--- config.mk ---
export PLATFORM = sky130hd
export DESIGN_NAME = usps_top
export DESIGN_NICKNAME = d
export VERILOG_FILES = /design/src/usps_pkg.sv /design/src/usps_blink.sv /design/src/usps_top.sv
export VERILOG_INCLUDE_DIRS = /design/src
export SDC_FILE = /design/constraint.sdc
export NUM_CORES = 1
export LEC_CHECK = 0
export BUFFER_PORTS_ARGS = -buffer_cell sky130_fd_sc_hd__buf_2
export CORE_ASPECT_RATIO = 0.75
export CORE_MARGIN = 2
export CORE_UTILIZATION = 41
export CTS_BUF_LIST = sky130_fd_sc_hd__clkbuf_8
export DETAILED_ROUTE_END_ITERATION = 8
export GPL_TIMING_DRIVEN = 1
export SLEW_MARGIN = 20
export SYNTH_ARGS = -nofsm -noshare
export SYNTH_HDL_FRONTEND = slang
export SYNTH_SLANG_ARGS = --single-unit
--- constraint.sdc ---
create_clock -name core_clk_in -period 8.8 [get_ports core_clk_in]
set_input_delay 1.76 -clock core_clk_in [delete_from_list [all_inputs] [get_ports core_clk_in]]
set_output_delay 1.76 -clock core_clk_in [all_outputs]
set_load 0.1 [all_outputs]
--- src/usps_defs.svh ---
// constants for the usb status and pin function block
`ifndef USPS_DEFS_SVH
`define USPS_DEFS_SVH
`define USPS_CLK_HZ 125000000
`define USPS_BLINK_HZ 10
// half period of a 10 hz toggle in core cycles
`define USPS_BLINK_HALF_CYC (`USPS_CLK_HZ / (2 * `USPS_BLINK_HZ))
`define USPS_ONE_UNIT_LOAD 8'h32
`define USPS_SEL_RESET_BIT 0
`define USPS_SEL_SUSP_BIT 1
`define USPS_SEL_CURR_BIT 2
`define USPS_SEL_POL_BIT 3
// active high, suspend only
`define USPS_SEL_A_RST 4'h2
// active low, suspend only
`define USPS_SEL_B_RST 4'ha
`define USPS_NUM_PINS 10
`define USPS_FUNC_RST 3'h0
`define USPS_FUNC_GPIO_IN 3'h0
`define USPS_FUNC_GPIO_OUT 3'h1
`define USPS_FUNC_ALT 3'h2
`define USPS_FUNC_ALT2 3'h3
`define USPS_WAKE_PULSE_CYC 16'h0001
`endif

--- src/usps_pkg.sv ---
// types for the usb status and pin function block
package usps_pkg;
    typedef struct packed {
        logic bus_reset;
        logic suspended;
        logic configured;
        logic [7:0] max_power;
    } usps_usb_state_t;

    typedef struct packed {
        logic active_low;
        logic use_current;
        logic use_suspend;
        logic use_reset;
    } usps_cond_sel_t;

    typedef enum logic [1:0] {
        USPS_BLINK_IDLE,
        USPS_BLINK_RUN
    } usps_blink_state_t;
endpackage

--- src/usps_blink.sv ---
// activity blinker toggling at about 10 hz while busy
`timescale 1ns/1ps
`include "usps_defs.svh"
module usps_blink
    import usps_pkg::*;
#(
    parameter int HALF_CYC = `USPS_BLINK_HALF_CYC
) (
    // clock and reset
    input wire logic core_clk_in,
    input wire logic rst_in,
    // activity
    input wire logic busy_in,
    // indicator level
    output logic blink_out
);
    usps_blink_state_t state_q;
    logic [31:0] cnt_q;

    always_ff @(posedge core_clk_in or posedge rst_in) begin
        if (rst_in) begin
            state_q <= USPS_BLINK_IDLE;
            cnt_q <= 32'h0;
            blink_out <= 1'b1;
        end else begin
            case (state_q)
                USPS_BLINK_IDLE: begin
                    cnt_q <= 32'h0;
                    blink_out <= 1'b1;
                    if (busy_in) begin
                        state_q <= USPS_BLINK_RUN;
                    end
                end
                USPS_BLINK_RUN: begin
                    if (cnt_q >= HALF_CYC[31:0] - 32'h1) begin
                        cnt_q <= 32'h0;
                        blink_out <= ~blink_out;
                        if (!busy_in) begin
                            state_q <= USPS_BLINK_IDLE;
                        end
                    end else begin
                        cnt_q <= cnt_q + 32'h1;
                    end
                end
                default: begin
                    state_q <= USPS_BLINK_IDLE;
                end
            endcase
        end
    end
endmodule

--- src/usps_top.sv ---
// usb status outputs and multifunction channel pin behaviour
// Contract
// - status output can assert during host-driven bus reset.
// - status output can assert while device is suspended.
// - current condition, max power at most 0x32: asserted only when suspended.
// - current condition, max power above 0x32: suspended or not configured.
// - settings choose polarity and which conditions drive status output.
// - output inactive whenever no selected condition holds.
// - first output resets active high reporting suspend only.
// - channel pins reset as inputs with pull-up enabled.
// - falling edge on wakeup-configured ring pin requests remote wakeup.
// - receive indicator toggles near 10 hz while receiving.
// - request-to-send is active-low flow output or rs-485 direction.
// - clear-to-send is active-low input sampled for flow control.
// - terminal-ready is active-low push-pull output when selected.
// - second output like first, default active low on suspend.
// - transmit indicator toggles near 10 hz while transmitting.
`timescale 1ns/1ps
`include "usps_defs.svh"
module usps_top
    import usps_pkg::*;
#(
    parameter int BLINK_HALF_CYC = `USPS_BLINK_HALF_CYC
) (
    // clock and reset
    input wire logic core_clk_in,
    input wire logic rst_in,
    // usb engine state
    input wire usps_usb_state_t usb_state_in,
    // status output selections
    input wire logic cfg_sel_a_we_in,
    input wire logic cfg_sel_b_we_in,
    input wire usps_cond_sel_t cfg_sel_in,
    // pin function selection, one write per pin
    input wire logic cfg_func_we_in,
    input wire logic [3:0] cfg_func_idx_in,
    input wire logic [2:0] cfg_func_in,
    input wire logic [9:0] gpio_out_val_in,
    // uart side activity and flow control
    input wire logic uart_rx_busy_in,
    input wire logic uart_tx_busy_in,
    input wire logic uart_tx_active_in,
    input wire logic flow_rts_assert_in,
    input wire logic flow_dtr_assert_in,
    // channel pins
    input wire logic [9:0] pin_in,
    output logic [9:0] pin_out,
    output logic [9:0] pin_oe_out,
    output logic [9:0] pin_pullup_out,
    // status pins
    output logic usb_condition_out_a,
    output logic usb_condition_out_b,
    // decoded modem inputs, active high, then raw level of the wake pin
    output logic clear_send_out,
    output logic set_ready_out,
    output logic carrier_detect_out,
    output logic ring_indicate_out,
    output logic gpio_in_val_out,
    // wakeup request pulse
    output logic remote_wakeup_req_out
);
    // pin positions within the channel
    localparam int P_WAKE = 0;
    localparam int P_CD = 1;
    localparam int P_DSR = 2;
    localparam int P_DTR = 3;
    localparam int P_CTS = 4;
    localparam int P_RTS = 5;
    localparam int P_DIR = 7;
    localparam int P_TXB = 8;
    localparam int P_RXB = 9;

    usps_cond_sel_t sel_a_q;
    usps_cond_sel_t sel_b_q;
    logic [2:0] func_q [`USPS_NUM_PINS];
    logic [9:0] sync1_q;
    logic [9:0] sync2_q;
    logic [9:0] prev_q;
    logic rx_blink;
    logic tx_blink;
    logic [9:0] drv_d;
    logic [9:0] oe_d;

    // status condition decode shared by both status pins
    function automatic logic cond_eval(input usps_cond_sel_t sel, input usps_usb_state_t st);
        logic hit;
        logic unsafe;
        hit = 1'b0;
        unsafe = st.suspended;
        if (st.max_power > `USPS_ONE_UNIT_LOAD) begin
            unsafe = st.suspended | ~st.configured;
        end
        hit = (sel.use_reset & st.bus_reset)
            | (sel.use_suspend & st.suspended)
            | (sel.use_current & unsafe);
        cond_eval = hit ^ sel.active_low;
    endfunction

    always_ff @(posedge core_clk_in or posedge rst_in) begin
        if (rst_in) begin
            sel_a_q <= `USPS_SEL_A_RST;
            sel_b_q <= `USPS_SEL_B_RST;
        end else begin
            if (cfg_sel_a_we_in) begin
                sel_a_q <= cfg_sel_in;
            end
            if (cfg_sel_b_we_in) begin
                sel_b_q <= cfg_sel_in;
            end
        end
    end

    always_ff @(posedge core_clk_in or posedge rst_in) begin
        if (rst_in) begin
            usb_condition_out_a <= 1'b0;
            usb_condition_out_b <= 1'b1;
        end else begin
            usb_condition_out_a <= cond_eval(sel_a_q, usb_state_in);
            usb_condition_out_b <= cond_eval(sel_b_q, usb_state_in);
        end
    end

    genvar gi;
    generate
        for (gi = 0; gi < `USPS_NUM_PINS; gi++) begin : g_func
            always_ff @(posedge core_clk_in or posedge rst_in) begin
                if (rst_in) begin
                    func_q[gi] <= `USPS_FUNC_RST;
                end else if (cfg_func_we_in && cfg_func_idx_in == 4'(gi)) begin
                    func_q[gi] <= cfg_func_in;
                end
            end
        end
    endgenerate

    // two-stage synchroniser, then one history stage
    always_ff @(posedge core_clk_in or posedge rst_in) begin
        if (rst_in) begin
            sync1_q <= 10'h3ff;
            sync2_q <= 10'h3ff;
            prev_q <= 10'h3ff;
        end else begin
            sync1_q <= pin_in;
            sync2_q <= sync1_q;
            prev_q <= sync2_q;
        end
    end

    usps_blink #(
        .HALF_CYC(BLINK_HALF_CYC)
    ) u_rx_blink (
        .core_clk_in(core_clk_in),
        .rst_in(rst_in),
        .busy_in(uart_rx_busy_in),
        .blink_out(rx_blink)
    );

    usps_blink #(
        .HALF_CYC(BLINK_HALF_CYC)
    ) u_tx_blink (
        .core_clk_in(core_clk_in),
        .rst_in(rst_in),
        .busy_in(uart_tx_busy_in),
        .blink_out(tx_blink)
    );

    // pin drive selection
    always_comb begin
        drv_d = 10'h0;
        oe_d = 10'h0;
        for (int i = 0; i < `USPS_NUM_PINS; i++) begin
            drv_d[i] = gpio_out_val_in[i];
            oe_d[i] = (func_q[i] == `USPS_FUNC_GPIO_OUT);
        end
        if (func_q[P_RTS] == `USPS_FUNC_ALT) begin
            drv_d[P_RTS] = ~flow_rts_assert_in;
            oe_d[P_RTS] = 1'b1;
        end else if (func_q[P_RTS] == `USPS_FUNC_ALT2) begin
            drv_d[P_RTS] = uart_tx_active_in;
            oe_d[P_RTS] = 1'b1;
        end
        if (func_q[P_DIR] == `USPS_FUNC_ALT) begin
            drv_d[P_DIR] = uart_tx_active_in;
            oe_d[P_DIR] = 1'b1;
        end
        if (func_q[P_DTR] == `USPS_FUNC_ALT) begin
            drv_d[P_DTR] = ~flow_dtr_assert_in;
            oe_d[P_DTR] = 1'b1;
        end
        if (func_q[P_RXB] == `USPS_FUNC_ALT) begin
            drv_d[P_RXB] = rx_blink;
            oe_d[P_RXB] = 1'b1;
        end
        if (func_q[P_TXB] == `USPS_FUNC_ALT) begin
            drv_d[P_TXB] = tx_blink;
            oe_d[P_TXB] = 1'b1;
        end
    end

    always_ff @(posedge core_clk_in or posedge rst_in) begin
        if (rst_in) begin
            pin_out <= 10'h0;
            pin_oe_out <= 10'h0;
            pin_pullup_out <= 10'h3ff;
        end else begin
            pin_out <= drv_d;
            pin_oe_out <= oe_d;
            for (int i = 0; i < `USPS_NUM_PINS; i++) begin
                pin_pullup_out[i] <= (func_q[i] == `USPS_FUNC_GPIO_IN);
            end
        end
    end

    // modem inputs decoded only when their function is selected
    always_ff @(posedge core_clk_in or posedge rst_in) begin
        if (rst_in) begin
            clear_send_out <= 1'b0;
            set_ready_out <= 1'b0;
            carrier_detect_out <= 1'b0;
            ring_indicate_out <= 1'b0;
            gpio_in_val_out <= 1'b1;
        end else begin
            clear_send_out <= (func_q[P_CTS] == `USPS_FUNC_ALT) & ~sync2_q[P_CTS];
            set_ready_out <= (func_q[P_DSR] == `USPS_FUNC_ALT) & ~sync2_q[P_DSR];
            carrier_detect_out <= (func_q[P_CD] == `USPS_FUNC_ALT) & ~sync2_q[P_CD];
            ring_indicate_out <= (func_q[P_WAKE] == `USPS_FUNC_ALT) & ~sync2_q[P_WAKE];
            gpio_in_val_out <= sync2_q[P_WAKE];
        end
    end

    always_ff @(posedge core_clk_in or posedge rst_in) begin
        if (rst_in) begin
            remote_wakeup_req_out <= 1'b0;
        end else begin
            remote_wakeup_req_out <= (func_q[P_WAKE] == `USPS_FUNC_ALT2)
                & prev_q[P_WAKE] & ~sync2_q[P_WAKE];
        end
    end
endmodule

==> Word-level counts from Yosys, hierarchy flattened <==
Cells that the tools add are included.
{ "totals": {"register_bits": 157, "in_bits": 52, "wordCells": 167} }
{ "op_classes": {"addsub": 2, "n_lt_le_gt_ge": 3, "eq_ne": 38, "muxes": 29, "bitwise": 28, "reduce_logical": 29} }
{ "ops": {"columns": ["cell", "count"], "rows": [
  ["case mux 32 bit (2 select lines)", 2],
  ["adder 32 x 1 -> 32 bit (second input constant)", 2],
  ["greater-or-equal comparator 32 x 23 -> 1 bit (second input constant)", 2],
  ["two-way mux 32 bit", 2],
  ["== test 3 x 2 -> 1 bit (second input constant)", 11],
  ["== test 3 x 1 -> 1 bit (second input constant)", 10],
  ["logical NOT 3 bit", 10],
  ["== test 4 x 3 -> 1 bit (second input constant)", 4],
  ["two-way mux 1 bit", 15],
  ["bitwise AND 1 bit", 12],
  ["two-way mux 2 bit", 6],
  ["logical AND 1 bit", 10],
  ["NOT 1 bit", 9],
  ["== test 4 x 2 -> 1 bit (second input constant)", 2],
  ["== test 4 bit (second input constant)", 2],
  ["greater-than comparator 8 x 6 -> 1 bit (second input constant)", 1],
  ["!= test 2 bit (second input constant)", 4],
  ["case mux 2 bit (2 select lines)", 2],
  ["AND reduction 3 bit", 2],
  ["OR 1 bit", 5],
  ["== test 2 x 1 -> 1 bit (second input constant)", 2],
  ["== test 4 x 1 -> 1 bit (second input constant)", 1],
  ["logical NOT 2 bit", 2],
  ["logical NOT 4 bit", 1],
  ["5 further kinds", 10]
]} }

==> Depth between registers and ports, before layout <==
Gate-level depths: netlist (run 1).
{ "depth": {"word_depth": 6, "depth_mapped": 7, "ltp_nobuf": 6} }

==> By module <==
A second synthesis (run 1) with hierarchy kept.
{ "unflattened": {"hier_cells": 494, "hier_area_um2": 6109.6} }
{ "by_module_without_submodules": {"columns": ["module", "n_inst", "cells_each", "area_each_um2", "seq_area_each_um2"], "rows": [
  ["usps_top", 1, 203, 3035.4, 2130.8],
  ["usps_blink at u_rx_blink", 1, 146, 1540.2, 852.1],
  ["usps_blink at u_tx_blink", 1, 145, 1534.0, 852.1]
]} }

==> Worst setup path after synthesis (run 1) <==
Ideal clock, no wire load.
{ "synth_timing": {"kind": "input-to-reg", "start": "input usb_state_in[0] (netlist name)", "end": "register usb_condition_out_a", "setup_time_ns": 0.131, "arrival_time_ns": 2.766, "path_slack_ns": 5.903, "cell_stages": 5, "path_cell_list": "a211o_1 -> a311o_1 -> a21oi_1 -> o21ai_0 -> xor2_1"} }
{ "synth_between": {"elab_chain_len": 5} }
{ "synth_rtl": {"columns": ["element", "line_no", "source"], "rows": [
  ["start: declaration", "usps_top.sv:29", "input wire usps_usb_state_t usb_state_in,"],
  ["greater-than comparator 8 x 6 -> 1 bit (no line)", null, null],
  ["two-way mux 1 bit", "usps_top.sv:90", "if (st.max_power > `USPS_ONE_UNIT_LOAD) begin"],
  ["bitwise AND 1 bit", "usps_top.sv:95", "| (sel.use_current & unsafe);"],
  ["OR 1 bit", "usps_top.sv:95", null],
  ["XOR 1 bit", "usps_top.sv:96", "cond_eval = hit ^ sel.active_low;"],
  ["end signal: assignment", "usps_top.sv:118", "usb_condition_out_a <= cond_eval(sel_a_q, usb_state_in);"],
  ["end: declaration", "usps_top.sv:51", "output logic usb_condition_out_a,"]
]} }
No other way between the ends.
A chain may end at the register's enable or synchronous reset.

==> Worst setup path in the final report (run 1) <==
{ "layout_timing": {"start": "register gpio_in_val_out", "end": "output gpio_in_val_out"} }
{ "layout_lines": {"columns": ["element", "line_no", "source"], "rows": [
  ["start: declaration", "usps_top.sv:58", "output logic gpio_in_val_out,"],
  ["start signal: assignment", "usps_top.sv:227", "gpio_in_val_out <= sync2_q[P_WAKE];"]
]} }
No word-level cell between the ends.

==> results of run 1 <==
==> layout make-up <==
cell class | count | area share, %
clock inverters | 15 | 2.686
inverters | 8 | 0.5014
flip-flops and latches | 152 | 54.89
repair buffers | 84 | 6.053
well taps | 175 | 3.134
clock buffers | 17 | 3.349
multi-input cells | 316 | 29.39
==> power breakdown <==
| part | switching, W | total, W | internal [W] |
|---|---|---|---|
| combinational | 0.000322 | 0.000405 | 0.0000836 |
| sequential | 0.0000471 | 0.000834 | 0.000787 |
| clock | 0.000278 | 0.000565 | 0.000287 |
==> state kept, by name, indices dropped and copies added (netlist names), 4 cells and up <==
name	count
u_rx_blink.cnt_q	32
u_tx_blink.cnt_q	32
func_q	30
pin_oe_out	10
pin_out	10
pin_pullup_out	10
sel_a_q	4
sel_b_q	4
sync1_q	4
sync2_q	4
==> placed cells by master (no fill, tap or decap), types with 5 or more instances in the layout <==
master / synthesis / final
xnor2_1: 20 / 20
clkbuf_8: 0 / 17
dfstp_2: 25 / 25
nor3_1: 14 / 14
nand2_1: 23 / 23
nand2b_1: 5 / 5
dfrtp_1: 127 / 127
buf_2: 2 / 83
inv_6: 0 / 8
conb_1: 1 / 18
nand3_1: 22 / 22
nor3b_1: 8 / 8
nand4_1: 11 / 11
inv_1: 8 / 8
and3_1: 7 / 7
nor2_1: 74 / 74
xor2_1: 28 / 28
mux2_2: 42 / 42
nor4_1: 8 / 8
==> cell families (layout without fill, tap and decap cells) <==
family | after synthesis | after routing | share of synthesized area, %
AOI/OAI and AO/OA | 15 | 15 | 1.735
xor gates and xnor gates | 48 | 48 | 7.110
adders and majority gates | 2 | 2 | 0.4231
buffers and inverters | 17 | 124 | 1.502
DFF | 152 | 152 | 64.85
muxes | 43 | 43 | 8.252
other | 1 | 18 | 0.06342
and+or+nand+nor | 190 | 190 | 16.06
==> per-layer routing <==
layer  wire, µm  up-vias  part of all wire (%)
met5          0        -                     0
met4        113        0                   1.1
met3        431       13                   4.1
met2       4836       64                    46
met1       5233     1859                    49
li1           -     1796                     -
==> per-stage QoR <==
stage / hold WS (ns) / area (µm²) / setup WS [ns] / power [W] / std cells
after floorplan: 0.3452 / 5977 / 2.988 / 0.001183 / 485
after global placement: 0.3461 / 6565 / 5.458 / 0.001247 / 735
after detailed placement: 0.3470 / 6565 / 5.384 / 0.001256 / 735
after CTS: 0.3620 / 6987 / 5.591 / 0.001822 / 767
after global routing: 0.3680 / 6987 / 5.565 / 0.001883 / 767
final: 0.3606 / 6987 / 5.627 / 0.001804 / 767
==> path summary, 6_finish.rpt <==
check	start	to	slack [ns]	cells after the start
worst min-delay path	sync1_q[2]	sync2_q[2]	0.36	0
worst min register to register	sync1_q[2]	sync2_q[2]	0.36	0
worst max register to register	u_rx_blink.cnt_q[0]	u_rx_blink.blink_out	6.41	6
max in group asynchronous	rst_in	u_rx_blink.cnt_q[11]	5.94	3
min in group asynchronous	rst_in	u_rx_blink.cnt_q[16]	1.42	2
worst max-delay path	gpio_in_val_out	gpio_in_val_out	5.63	1
==> metrics.md, run 1 <==
| Metric | Value |
|---|---|
| Status | `completed` |
| IO Count | `90` |
| Met2 Use GR | `between 20% and 30%` |
| Initial antenna violation count | `0` |
| Hold crit path type | `register to register` |
| Gpl congestion | `0.7479` |
| Largest net degree at the start of global routing | `78` |
| Detailed-route via count | `around 3.7k` |
| Routed length per instance | `~14 µm` |
| Setup total negative slack | `0 ns` |
| Post-synth top area cell | `dfrtp_1` |
| Syn Area/Cell | `12.63 µm²` |
| Final hold vios | `0` |
| Worst path top cell family by delay | `flip-flops` |
| Multi-input gate area | `2053 µm²` |
| GR peak layer | `met2` |
| Synth top area share | `53.75%` |
| Fillers | `around 1.3k` |
| # diodes | `0` |
| Top cells by area, synth | `dfrtp_1 (54%), dfstp_2 (11%), mux2_2 (8.0%), nor2_1 (4.7%), xor2_1 (4.1%)` |
| CTS sink count | `around 150` |
| Max H-tree Level | `4` |
| Die area | `~15000 µm²` |
| MaxCap Viol Count | `0` |
| Cell Chain, Critical Path | `buf_2` |
| Hold buffers post-CTS | `0` |
| Post-synth top cells | `dfrtp_1 (127), nor2_1 (74), mux2_2 (42)` |
| CP max FO | `2` |
| Slowest CP cell | `dfstp_2` |
| Sequential share of the synthesized area | `64.85%` |
| Top-count cell post-synth | `dfrtp_1` |
| Slew headroom | `29.20%` |
| CP max stage delay | `~0.55 ns` |
| Ys Warns | `0` |
| CTS max path bufs | `2` |
| Initial drt markers | `224` |
| M3 GR Usage | `4.783%` |
| Predominant post-synthesis flop cell | `dfrtp_1` |
| Peak VDD IR | `0.1714 mV` |
| Final min period | `3.173 ns` |
| Worst-path clk slew | `0.09 ns` |
| Synthesis-stage register bit count | `about 150` |
| Worst Setup Start Kind | `register` |
| Post-Route Skew | `0.01262 ns` |
| Asr flop ratio synth | `100.0%` |
| Post-Syn Instances | `roughly 470` |
| Vias in the first global route | `3782` |
| HPWL Detailed | `~7 mm` |
| # rows | `37` |
| Postcts setup bufs | `0` |
| Root Driver | `clkbuf_8` |
| RSZ-0062 raised after global routing | `false` |
| First-pass DRT Iterations | `4` |
| CP Class | `register to output port` |
| Starting density of the core | `about 43%` |
| Synth cell types | `41` |
| Met1 Use GR | `a little over a fifth` |
| Post-CTS sizing | `0` |
| CP required | `7.04 ns` |
| DRT Wirelength | `roughly 11 mm` |
| Area delta synth->final | `18.15%` |
| Gr ovfl total | `0` |
| Tot GR Track Use | `15.37%` |
| Core Area | `between 10000 and 15000 µm²` |
| DR vias/cell | `4.866` |
| Final setup violation count | `0` |
| Final nets | `633` |
| Worst Tran Pin Value | `1.059 ns` |
| Die Ht | `108.0 µm` |
| Ratio of final minimum period to clock period | `36.06%` |
| Number of enable flip-flop cells after synthesis | `0` |
| First-pass GRT wire length | `approximately 18 mm` |
| Fmax achieved | `0.3152 GHz` |
| # port buffers | `83` |
| Antenna Nets Post-Route | `0` |
| Mapped cell area | `between 5000 and 6000 µm²` |
| Clock Latency Late Sink | `0.44 ns` |
| FF+latch area | `3835 µm²` |
| Total clock buffers created by CTS | `17` |
| Pwr per Cell Area | `258.2 nW/µm²` |
| CTS tree | `built` |
| Crit path buf inv count | `1` |
| DRC viols | `0` |
| Share of cells above drive strength 1 | `roughly a third` |
| Core Util, Final | `50.31%` |
| Critical path arrival | `about 1.4 ns` |
| Crit. End Element | `output port` |
| DIE WIDTH | `142.7 µm` |
| Leak Pwr | `~3.1 nW` |
| Slew Viols, Final | `0` |
(Power assumes the default switching activity.)
==> run 2: changes to the inputs <==
ABC_AREA = 1   (was not set)
clock period = 2.6 ns   (was 8.8 ns; I/O delays follow)
==> metrics.md, run 2 <==
| Metric | Value |
|---|---|
| Ys Warns | `0 (unchanged)` |
| Fillers | `1424 (+14%)` |
| Sequential share of the synthesized area | `60.24% (-4.6 points)` |
| Final min period | `1.909 ns` |
| Initial drt markers | `276 (+23%)` |
| CTS max path bufs | `2 (unchanged)` |
| Die Ht | `111.9 µm (+3.6%)` |
| Asr flop ratio synth | `100.0% (unchanged)` |
| WHS | `0.1721 ns (-0.1885 ns)` |
| Ratio of final minimum period to clock period | `73.40%` |
| First-pass DRT Iterations | `5 (+1)` |
| Detailed-route via count | `4637 (+24%)` |
| Post-synth top cells | `nand2_1 (146), dfrtp_1 (127), nor2_1 (102)` |
| CP max stage delay | `0.54 ns (about the same)` |
| Hold crit path type | `input pin to register` |
| Root Driver | `clkbuf_8` |
| Postcts setup bufs | `0 (unchanged)` |
| Post-CTS sizing | `0 (unchanged)` |
| Predominant post-synthesis flop cell | `dfrtp_1` |
| CTS sink count | `152 (unchanged)` |
| # diodes | `0 (unchanged)` |
| DRC viols | `0 (unchanged)` |
| Crit path buf inv count | `1 (unchanged)` |
| Max H-tree Level | `4 (unchanged)` |
| Starting density of the core | `41.81% (-0.76 points)` |
| CP required | `2.08 ns (-4.96 ns)` |
| Hold buffers post-CTS | `0 (unchanged)` |
| CTS tree | `built` |
| Share of cells above drive strength 1 | `23.68% (-8.1 points)` |
| DR vias/cell | `4.623 (-5.0%)` |
| Pwr per Cell Area | `811.4 nW/µm² (+210%)` |
| Antenna Nets Post-Route | `0 (unchanged)` |
| Setup total negative slack | `0 ns (unchanged)` |
| Status | `completed` |
| Most frequent cells in the layout | `nand2_1 (146), dfrtp_1 (127), nor2_1 (102)` |
| Mapped cell area | `6366 µm² (+7.7%)` |
| Gpl congestion | `0.8333 (+11%)` |
| # port buffers | `83 (unchanged)` |
| Hold depth | `1 (+1)` |
| Total clock buffers created by CTS | `17 (unchanged)` |
| Vias in the first global route | `4483 (+19%)` |
| DIE WIDTH | `147.9 µm (+3.7%)` |
| # rows | `39 (+5.4%)` |
| Slew headroom | `46.67% (+17 points)` |
| Post-synth top area cell | `dfrtp_1` |
| Largest regs | `u_rx_blink.cnt_q x32, u_tx_blink.cnt_q x32, func_q x30` |
| Routed length per instance | `11.99 µm (-13%)` |
| Number of enable flip-flop cells after synthesis | `0 (unchanged)` |
| Slew Viols, Final | `0 (unchanged)` |
| Area delta synth->final | `18.30%` |
| First-pass GRT wire length | `20.71 mm (+14%)` |
| Top-count cell post-synth | `nand2_1` |
| Die area | `16550 µm² (+7.4%)` |
| CP Class | `register to output port` |
| Levels on crit path | `1 (unchanged)` |
| Synth cell types | `31 (-24%)` |
| RSZ-0062 raised after global routing | `false` |
| Largest net degree at the start of global routing | `153 (+96%)` |
| Final nets | `839 (+33%)` |
| Clock Latency Late Sink | `0.44 ns (about the same)` |
| Worst-path clk slew | `0.08 ns (about the same)` |
| Worst Setup Start Kind | `register` |
| Synthesis-stage register bit count | `152 (unchanged)` |
| CP max FO | `2 (unchanged)` |
| HPWL Detailed | `8.321 mm (+16%)` |
| Final setup violation count | `0 (unchanged)` |
| Cell Chain, Critical Path | `buf_2` |
| Fmax achieved | `0.5240 GHz` |
| Worst Tran Pin Value | `0.7999 ns (-0.2589 ns)` |
| Final hold vios | `0 (unchanged)` |
| Core Area | `15220 µm² (+9.6%)` |
| IO Count | `90 (unchanged)` |
| Slowest CP cell | `dfstp_2` |
| Top cells by area, synth | `dfrtp_1 (50%), dfstp_2 (10%), nand2_1 (8.6%), nor2_1 (6.0%), inv_1 (3.9%)` |
| Post-Syn Instances | `669 (+43%)` |
| Initial antenna violation count | `0 (unchanged)` |
| Syn Area/Cell | `9.516 µm² (-25%)` |
| Synth top area share | `49.92% (-3.8 points)` |
| Peak VDD IR | `0.4541 mV (+160%)` |
| DRT Wirelength | `12.03 mm (+13%)` |
| Commonest non-fill, non-tap cell in the layout | `nand2_1` |
| Gr ovfl total | `0 (unchanged)` |
| Post-Route Skew | `0.008376 ns (-0.004243 ns)` |
| Critical path arrival | `1.39 ns (-0.02 ns)` |
| MaxCap Viol Count | `0 (unchanged)` |
| Leak Pwr | `3.415 nW (+11%)` |
| Crit. End Element | `output port` |
| Worst path top cell family by delay | `flip-flops` |
| R2r worst-path depth | `8 (+2)` |
| Tot GR Track Use | `15.52% (+0.15 points)` |
==> run 2: cell families (layout without fill, tap and decap cells) <==
logic type	count (synthesis)	after routing	synth area share (%)
fa+ha+maj	2	2	0.3930
mux	4	4	0.7075
xor+xnor	28	28	3.852
buf+inv	71	183	4.540
simple gates	356	356	25.75
flops	152	152	60.24
other cells	1	18	0.05891
compound gates	55	55	4.462
==> run 2: final timing paths <==
kind | from | endpoint | slack (ns)
worst min-delay path | pin_in[2] | sync1_q[2] | 0.17
worst max-delay path | gpio_in_val_out | gpio_in_val_out | 0.69
worst min register to register | sync1_q[4] | sync2_q[4] | 0.36
max in group asynchronous | rst_in | u_tx_blink.cnt_q[12] | 1.72
worst max register to register | u_tx_blink.cnt_q[0] | u_tx_blink.cnt_q[8] | 0.73
min in group asynchronous | rst_in | u_rx_blink.cnt_q[0] | 0.28
==> run 2: metal layers <==
metal | track usage (%) | part of all wire [%] | vias up
li1 | - | - | 2331
met1 | 22.10 | 49 | 2183
met2 | 23.44 | 45 | 109
met3 | 4.426 | 4.7 | 14
met4 | 4.317 | 1.2 | 0
met5 | 0 | 0 | -
==> run 2: cell type report <==
cell class / count / area [µm²] / share of cell area (%)
inverters: 67 / 255.2 / 3.389
repair buffers: 84 / 435.4 / 5.782
flip-flops and latches: 152 / 3835 / 50.92
clock inverters: 14 / 195.2 / 2.592
clock buffers: 18 / 247.7 / 3.290
well taps: 205 / 256.5 / 3.406
multi-input cells: 463 / 2306 / 30.62
==> run 2: through the flow <==
stage	total power (W)	instances	utilization (%)	worst slack, ns	cell area [µm²]
4_1_cts	0.006180	1003	49.47	0.6626	7531
3_5_place_dp	0.004195	971	46.56	0.7428	7088
5_1_grt	0.006390	1003	49.47	0.5647	7531
6_report	0.006111	1003	49.47	0.6915	7531
2_1_floorplan	0.003936	686	-	0.1835	6434
3_3_place_gp	0.004165	971	46.56	0.8222	7088
==> run 2: power by group <==
group          internal (W)  switching, W  total (W)
sequential          0.00265      0.000136    0.00279
combinational      0.000224       0.00113    0.00135
clock               0.00108      0.000890    0.00197
